## config.mk

```make
export PLATFORM = sky130hd
export DESIGN_NAME = stc_ctrl
export DESIGN_NICKNAME = d
export VERILOG_FILES = /design/src/stc_pkg.sv /design/src/stc_ctrl.sv
export VERILOG_INCLUDE_DIRS = /design/src
export SDC_FILE = /design/constraint.sdc
export NUM_CORES = 1
export LEC_CHECK = 0
export BUFFER_PORTS_ARGS = -buffer_cell sky130_fd_sc_hd__buf_2
export CORE_UTILIZATION = 50
export CTS_CLUSTER_DIAMETER = 150
export CTS_CLUSTER_SIZE = 12
export DETAILED_ROUTE_END_ITERATION = 7
export PLACE_DENSITY_LB_ADDON = 0.05
export SYNTH_ARGS = -nofsm -noshare
export SYNTH_HDL_FRONTEND = slang
export SYNTH_SLANG_ARGS = --single-unit
```

## constraint.sdc

```tcl
create_clock -name clk -period 3.5 [get_ports clk]
set_clock_uncertainty 0.2 [all_clocks]
set_input_delay 0.7 -clock clk [delete_from_list [all_inputs] [get_ports clk]]
set_output_delay 0.7 -clock clk [all_outputs]
set_load 0.05 [all_outputs]
```

## src/stc_defines.svh

```systemverilog
/*
 Holds the register offsets, field positions, reset values, status codes
 and fixed cycle counts of the two-cycle SRAM column sequencer.
 Assumes it is included once per compilation unit by its bare name.
*/
`ifndef STC_DEFINES_SVH
`define STC_DEFINES_SVH

// ----------------------------------------------------------------------
// Register map
// ----------------------------------------------------------------------
`define STC_CFG_OFS 12'h000
`define STC_STAT_OFS 12'h004
`define STC_RDLO_OFS 12'h008
`define STC_RDHI_OFS 12'h00C

// ----------------------------------------------------------------------
// Configuration fields and reset value
// ----------------------------------------------------------------------
`define STC_WS_LSB 0
`define STC_EXC_BIT 2
`define STC_TO_LSB 4
`define STC_CFG_RST 6'h00

// ----------------------------------------------------------------------
// Status codes and cycle counts
// ----------------------------------------------------------------------
`define STC_ST_IDLE 2'h0
`define STC_ST_COL 2'h1
`define STC_RD_EXI 3'h1
`define STC_WR_EXI 3'h2

`endif

```

## src/stc_pkg.sv

```systemverilog
/*
 Holds the state, request and configuration types of the sequencer.
 Assumes nothing of its surroundings.
*/
package stc_pkg;

   typedef enum logic [3:0] {
      STC_AD1 = 4'h0,
      STC_AD2 = 4'h1,
      STC_RL1 = 4'h3,
      STC_EXI = 4'h2,
      STC_RCL = 4'h6,
      STC_C1 = 4'h7,
      STC_C2 = 4'h5,
      STC_CI = 4'h4,
      STC_RTO = 4'hC,
      STC_REX = 4'hD
   } stc_state_t;

   typedef struct packed {
      logic new_row;
      logic write;
      logic pdpt;
      logic [16:0] row;
      logic [16:0] col;
      logic [63:0] data;
      logic [7:0] be;
   } stc_req_t;

   typedef struct packed {
      logic [2:0] extra_to;
      logic exc_en;
      logic [1:0] ws;
   } stc_cfg_t;

endpackage

```

## src/stc_ctrl.sv

```systemverilog
/*
 Two-cycle-per-column SRAM sequencer: row states, exception abort, column
 pipeline, wait states, turn-off states and an APB configuration slave.
 Assumes one clock, a synchronous reset, and a transfer engine that holds
 its request until req_ready.
*/
// The APB interface to the registers and the register addresses were left to the implementer.
// Contract
// - Read row access walks first address, second address, row lead, optional insert.
// - Read second address state holds while READY is low.
// - Enabled exception in second address state aborts through exception return.
// - Reads with exceptions get one insert, three cycles before first column.
// - Two column stages, a new column at most every two cycles.
// - Read first stage drives column address, column code, strobes from mid-cycle.
// - READY sampled each second stage; low repeats the stage.
// - Wait field repeats second stage once, twice or three times.
// - Read data captured at end of last second stage.
// - Column idle shows idle code with all strobes inactive.
// - A started column access always runs all its stages.
// - After last column go to turn-off and first address, or idle.
// - Reads add one turn-off state plus configured extra ones.
// - A bubble gives idle cycles until the next access is ready.
// - Write row access adds row-to-column state; READY low holds there too.
// - Writes with exceptions get inserts, five cycles before first column.
// - Write first stage drives column, code, data, valid strobes at start.
// - Write second stage keeps data, drops strobes at mid-cycle.
// - Writes add the automatic turn-off only for peripheral transfers.
// - Peripheral writes float data bus and keep transceiver enable high.
`timescale 1ns/1ps
`include "stc_defines.svh"

module stc_ctrl #(
   parameter int ADDR_W = 12
) (
   // Clock and reset.
   input wire logic clk,
   input wire logic rst,
   // APB slave.
   input wire logic [ADDR_W-1:0] paddr,
   input wire logic psel,
   input wire logic penable,
   input wire logic pwrite,
   input wire logic [31:0] pwdata,
   output logic pready,
   output logic [31:0] prdata,
   output logic pslverr,
   // Transfer engine side.
   input wire logic req_valid,
   input wire stc_pkg::stc_req_t req,
   output logic req_ready,
   output logic [63:0] rd_data,
   output logic rd_valid,
   // Memory pins.
   input wire logic ready_pin,
   input wire logic exception_pin,
   input wire logic [63:0] ad_in,
   output logic [63:0] ad_out,
   output logic ad_oe,
   output logic [16:0] multiplexed_row_column_address,
   output logic [1:0] status_code,
   output logic [7:0] byte_strobe_n,
   output logic transceiver_enable_out
);
   import stc_pkg::*;

   if (ADDR_W < 12) begin : g_addr_check
      $error("ADDR_W too small for the register map");
   end

   // ----------------------------------------------------------------------
   // Pin synchronisers
   // ----------------------------------------------------------------------
   logic ready_s1, ready_s2, exc_s1, exc_s2;
   logic [63:0] ad_s1, ad_s2;

   // READY, exception and bus pins pass two flops each.
   always_ff @(posedge clk) begin
      if (rst) begin
         ready_s1 <= 1'b0;
         ready_s2 <= 1'b0;
         exc_s1 <= 1'b0;
         exc_s2 <= 1'b0;
         ad_s1 <= 64'h0;
         ad_s2 <= 64'h0;
      end else begin
         ready_s1 <= ready_pin;
         ready_s2 <= ready_s1;
         exc_s1 <= exception_pin;
         exc_s2 <= exc_s1;
         ad_s1 <= ad_in;
         ad_s2 <= ad_s1;
      end
   end

   // ----------------------------------------------------------------------
   // Configuration register over APB
   // ----------------------------------------------------------------------
   stc_cfg_t cfg_r;
   stc_state_t state_r, state_nxt;
   logic wr_r, pdpt_r;
   logic apb_wr, map_hit;

   function automatic logic is_reg(input logic [ADDR_W-1:0] a, input logic [11:0] ofs);
      is_reg = (a[11:0] == ofs);
   endfunction

   assign map_hit = is_reg(paddr, `STC_CFG_OFS) || is_reg(paddr, `STC_STAT_OFS) ||
                    is_reg(paddr, `STC_RDLO_OFS) || is_reg(paddr, `STC_RDHI_OFS);
   assign apb_wr = psel && penable && pwrite;
   assign pready = 1'b1;
   assign pslverr = psel && penable && !map_hit;

   always_ff @(posedge clk) begin
      if (rst) begin
         cfg_r <= `STC_CFG_RST;
      end else if (apb_wr && is_reg(paddr, `STC_CFG_OFS)) begin
         cfg_r <= {pwdata[`STC_TO_LSB +: 3], pwdata[`STC_EXC_BIT], pwdata[`STC_WS_LSB +: 2]};
      end
   end

   always_ff @(posedge clk) begin
      if (rst) begin
         prdata <= 32'h0;
      end else if (psel && !penable) begin
         case (paddr[11:0])
            `STC_CFG_OFS: prdata <= {25'h0, cfg_r.extra_to, 1'b0, cfg_r.exc_en, cfg_r.ws};
            `STC_STAT_OFS: prdata <= {26'h0, pdpt_r, wr_r, state_r};
            `STC_RDLO_OFS: prdata <= rd_data[31:0];
            `STC_RDHI_OFS: prdata <= rd_data[63:32];
            default: prdata <= 32'h0;
         endcase
      end
   end

   // ----------------------------------------------------------------------
   // Sequencer
   // ----------------------------------------------------------------------
   logic [2:0] cnt_r, cnt_nxt;
   logic [3:0] to_total;
   logic take;

   // Turn-off count, automatic one for reads and peripheral writes plus configured extra.
   assign to_total = {3'h0, (!wr_r || pdpt_r)} + {1'b0, cfg_r.extra_to};

   // Column follow-up or row change after the last column.
   function automatic stc_state_t after_col(input logic v, input logic nr,
                                            input logic [3:0] to);
      if (v && !nr) begin
         after_col = STC_C1;
      end else if (v && to != 4'h0) begin
         after_col = STC_RTO;
      end else if (v) begin
         after_col = STC_AD1;
      end else begin
         after_col = STC_CI;
      end
   endfunction

   always_comb begin
      state_nxt = state_r;
      cnt_nxt = cnt_r;
      take = 1'b0;
      case (state_r)
         STC_AD1: begin
            if (req_valid) begin
               state_nxt = STC_AD2;
            end
         end
         STC_AD2: begin
            if (cfg_r.exc_en && exc_s2) begin
               state_nxt = STC_REX;
            end else if (ready_s2) begin
               state_nxt = STC_RL1;
            end
         end
         STC_REX: begin
            state_nxt = STC_AD1;
         end
         STC_RL1: begin
            if (wr_r) begin
               state_nxt = STC_RCL;
            end else if (cfg_r.exc_en) begin
               state_nxt = STC_EXI;
               cnt_nxt = `STC_RD_EXI - 3'h1;
            end else begin
               state_nxt = STC_C1;
               take = 1'b1;
            end
         end
         STC_RCL: begin
            if (ready_s2 && cfg_r.exc_en) begin
               state_nxt = STC_EXI;
               cnt_nxt = `STC_WR_EXI - 3'h1;
            end else if (ready_s2) begin
               state_nxt = STC_C1;
               take = 1'b1;
            end
         end
         STC_EXI: begin
            if (cnt_r == 3'h0) begin
               state_nxt = STC_C1;
               take = 1'b1;
            end else begin
               cnt_nxt = cnt_r - 3'h1;
            end
         end
         STC_C1: begin
            state_nxt = STC_C2;
            cnt_nxt = 3'h0;
         end
         STC_C2: begin
            // Repeat until waits done and READY high.
            if (ready_s2 && cnt_r == {1'b0, cfg_r.ws}) begin
               state_nxt = after_col(req_valid, req.new_row, to_total);
               take = (state_nxt == STC_C1);
               cnt_nxt = to_total[2:0] - 3'h1;
            end else if (cnt_r != {1'b0, cfg_r.ws}) begin
               cnt_nxt = cnt_r + 3'h1;
            end
         end
         STC_CI: begin
            state_nxt = after_col(req_valid, req.new_row, to_total);
            take = (state_nxt == STC_C1);
            cnt_nxt = to_total[2:0] - 3'h1;
         end
         STC_RTO: begin
            if (cnt_r == 3'h0) begin
               state_nxt = STC_AD1;
            end else begin
               cnt_nxt = cnt_r - 3'h1;
            end
         end
         default: begin
            state_nxt = STC_AD1;
         end
      endcase
   end

   assign req_ready = take;

   always_ff @(posedge clk) begin
      if (rst) begin
         state_r <= STC_AD1;
         cnt_r <= 3'h0;
      end else begin
         state_r <= state_nxt;
         cnt_r <= cnt_nxt;
      end
   end

   always_ff @(posedge clk) begin
      if (rst) begin
         wr_r <= 1'b0;
         pdpt_r <= 1'b0;
      end else if (state_r == STC_AD1 && req_valid) begin
         wr_r <= req.write;
         pdpt_r <= req.pdpt;
      end
   end

   // ----------------------------------------------------------------------
   // Pin outputs
   // ----------------------------------------------------------------------
   logic [7:0] be_r, pos_a_r, pos_b_r;
   logic neg_r, col_nxt;

   assign col_nxt = (state_nxt == STC_C1) || (state_nxt == STC_C2);

   // Address, code and data of the column.
   always_ff @(posedge clk) begin
      if (rst) begin
         multiplexed_row_column_address <= 17'h0;
         status_code <= `STC_ST_IDLE;
         ad_out <= 64'h0;
         be_r <= 8'h0;
         ad_oe <= 1'b0;
         transceiver_enable_out <= 1'b1;
      end else begin
         status_code <= (state_nxt == STC_C1) ? `STC_ST_COL : `STC_ST_IDLE;
         ad_oe <= col_nxt && wr_r && !pdpt_r;
         transceiver_enable_out <= !(col_nxt && !pdpt_r);
         if (state_r == STC_AD1 && req_valid) begin
            multiplexed_row_column_address <= req.row;
         end else if (take) begin
            multiplexed_row_column_address <= req.col;
            ad_out <= req.data;
            be_r <= req.be;
         end
      end
   end

   always_ff @(posedge clk) begin
      if (rst) begin
         pos_a_r <= 8'h0;
         pos_b_r <= 8'h0;
      end else if (wr_r) begin
         pos_a_r <= (state_nxt == STC_C1) ? req.be : 8'h0;
         pos_b_r <= (state_nxt == STC_C2) ? be_r : 8'h0;
      end else begin
         pos_a_r <= (state_nxt == STC_C2) ? 8'hFF : 8'h0;
         pos_b_r <= (state_nxt == STC_C1) ? 8'hFF : 8'h0;
      end
   end

   // Half-cycle part, taken on the falling edge.
   always_ff @(negedge clk) begin
      if (rst) begin
         neg_r <= 1'b0;
      end else begin
         neg_r <= (state_r == STC_C1);
      end
   end

   assign byte_strobe_n = ~(pos_a_r | (pos_b_r & {8{neg_r}}));

   // ----------------------------------------------------------------------
   // Read data capture
   // ----------------------------------------------------------------------
   logic cap_d1, cap_d2;

   // Capture at end of last second stage, through the synchroniser.
   always_ff @(posedge clk) begin
      if (rst) begin
         cap_d1 <= 1'b0;
         cap_d2 <= 1'b0;
         rd_valid <= 1'b0;
         rd_data <= 64'h0;
      end else begin
         cap_d1 <= (state_r == STC_C2) && (state_nxt != STC_C2) && !wr_r;
         cap_d2 <= cap_d1;
         rd_valid <= cap_d2;
         if (cap_d2) begin
            rd_data <= ad_s2;
         end
      end
   end
endmodule

```

==> results_dict.tcl <==
set metrics [dict create \
    drt_iter0_markers 712 \
    worstHoldPathType "input port to flop" \
    worst-setup-path-type "flop to primary output" \
    yosys-top-cells-area "dfxtp_1 55%, nor2b_1 6.8%, mux2i_1 5.9%" \
    p_per_area_nw_per_um2 553 \
    synth_largest_area_cell "dfxtp_1" \
    grt_pass1_vias 9273 \
    placement.io_buffers 389 \
    ys_ff_latch 355 \
    maxCapViolCount 0 \
    cts_buffer_depth 3 \
    fillCellCount 2149 \
    worst_ep_arrival_time_ns 3.08 \
    status "finished, violations left" \
    grt_max_degree 249 \
    syn_nets 1516 \
    relSlewSlack_pct 12.9 \
    power_leakage_nw 6.95 \
    synthArstFlopShare_pct 0 \
    violations "setup timing" \
    clk_pin_slew_ns 0.06 \
    ys.flop_type "dfxtp_1" \
    fp.dieW_um 162 \
    cts.sinks 355 \
    end_kind "primary output" \
    io_pins 418 \
    yosysUniqueCellTypes 66 \
    clock_insertion_delay_worst_skew_ns 0.51 \
    report.final.slew_viol_count 0 \
    die_area_sq_um 26400 \
    drive_above_1_share_pct 33.0 \
    initial_utilization_pct 51.0 \
    finish.utilization_pct 63.7 \
    vdd_ir_drop_max_mv 0.502 \
    final_hold_viol_count 0 \
    synthTopCellsByCount "355 x dfxtp_1, 196 x nand2_1, 140 x nor2b_1, 125 x nor2_1, 97 x a21oi_1" \
    via_per_inst 4.97 \
    worstPathRequired_ns 2.60 \
    syn_area_sq_um 12900 \
    grt_usage_pct 23.1 \
    total_power_mw 8.87 \
    vias 9795 \
    wl_per_cell_um 15.9 \
    final_area_sq_um 16000 \
    htree_levels 2 \
    setup_viol 8 \
    cp_max_fo 8 \
    cts_root_buf "clkbuf_16" \
    ant_nets 0 \
    holdWs_ns 0.193 \
    tritoncts "built" \
    rsz0062_at_grt "true" \
    drc_errors 0 \
    coreArea_sq_um 25200 \
    postSynthCellCount 1284 \
    grt_pass1_wl_um 48700 \
    nets 1866 \
    first_pass_iters 5 \
    synth_top_area_share_pct 55.3 \
    yosys_warnings 0 \
    routed_wirelength_um 31400 \
    area_growth_pct 24.7 \
    ys_seq_area_share_pct 55.3 \
    synth_enable_flop_cells 0 \
    grt_overflow 0 \
    hpwl_um 21100 \
    syn_avg_cell_area_sq_um 10.0 \
    post-synth-top-count-cell "dfxtp_1" \
    die_y_um 162 \
    numCtsBuffers 35 \
    hold_buffers 0 \
    core.rowCount 58 \
    worstMarginPinSlew_ns 1.31 \
    setup_slack_ns -0.475 \
    place.gp.congestion 0.856 \
    antenna_found_initial 1 \
    placed_area_sq_um 15000 \
    cp-start-kind "flop" \
]
==> flip-flops by register name, indices dropped and copies added, names as in the netlist, 3 cells and up <==
register,cells
state_r,4
cnt_r,3
ad_out,64
pos_b_r,8
multiplexed_row_column_address,17
be_r,8
pos_a_r,8
ad_s2,64
prdata,32
ad_s1,64
rd_data,64
cfg_r,6
==> routing by layer <==
layer | vias to the layer above | GRT usage [%] | wire [um]
met4 | 0 | 6.95 | 686
met1 | 4477 | 28.8 | 13500
met2 | 308 | 39.0 | 14900
li1 | 4958 | - | -
met5 | - | 0 | 0
met3 | 52 | 6.26 | 2350
==> critical path, stage by stage, from the launching register on <==
cell,delay [ns]
dfxtp_2,0.32
buf_12,0.15
a21oi_4,0.13
buf_6,0.17
==> report_power, final <==
group | total [mW] | internal, mW | switching, mW
clock network | 3.31 | 1.85 | 1.46
registers | 4.32 | 4.24 | 0.0817
logic | 1.24 | 0.397 | 0.841
total | 8.87 | 6.48 | 2.38
==> cell usage in the layout (no fill, tap or decap), types with 8 or more instances in the layout <==
cell	instances
buf_2	380
nand2_1	196
nor3_2	23
a21oi_1	89
buf_4	14
a21o_1	16
nand3_1	14
dfxtp_1	353
buf_6	8
a221oi_2	20
mux2i_1	76
nor2b_1	139
nor2_1	125
a311oi_2	17
clkbuf_16	36
a21oi_4	8
inv_1	12
nor3_1	9
==> area by class of cell <==
| type | instances | area, sq um | share of cell area [%] |
|---|---|---|---|
| Clock inverter | 4 | 36.3 | 0.226 |
| Multi-Input combinational cell | 821 | 5300 | 33.0 |
| Tap cell | 330 | 413 | 2.57 |
| Sequential cell | 355 | 7110 | 44.4 |
| Inverter | 12 | 45.0 | 0.281 |
| Antenna cell | 1 | 2.50 | 0.0156 |
| Clock buffer | 41 | 920 | 5.74 |
| Timing Repair Buffer | 408 | 2210 | 13.8 |
==> cells by family (layout without fill, tap and decap cells) <==
group / Yosys count / in the layout / synth area share (%)
XOR/XNOR: 4 / 4 / 0.273
adder cells (fa/ha/maj): 7 / 7 / 0.681
multiplexers: 81 / 81 / 6.79
flip-flops: 355 / 355 / 55.3
other: 2 / 3 / 0.0584
AND/OR/NAND/NOR: 543 / 543 / 21.1
buffers and inverters: 108 / 465 / 4.34
AO/OA/AOI/OAI: 184 / 184 / 11.5
==> what timing repair did <==
item | CTS | global route
hold endpoints to repair | 0 | 0
buffers inserted | 0 | 0
pin swaps | 1 | 0
gates resized for setup | 17 | 0
setup endpoints to repair | 8 | 8
==> final timing paths <==
| check | slack, ns | startpoint | to | cells after the start |
|---|---|---|---|---|
| max reg2reg | 0.66 | state_r[0] | neg_r | 3 |
| max | -0.48 | neg_r | byte_strobe_n[5] | 3 |
| min reg2reg | 0.23 | ad_s1[36] | ad_s2[36] | 1 |
| min | 0.19 | ad_in[20] | ad_s1[20] | 2 |
==> metrics by stage <==
stage,worst slack [ns],TNS (ns),std cells
2_1_floorplan,0.00358,0,1284
3_3_place_gp,-0.00101,-0.00101,1927
3_5_place_dp,-0.00964,-0.00964,1927
4_1_cts,-0.491,-3.88,1971
5_1_grt,-0.528,-4.14,1971
6_report,-0.475,-3.76,1972
(Power assumes the default switching activity.)
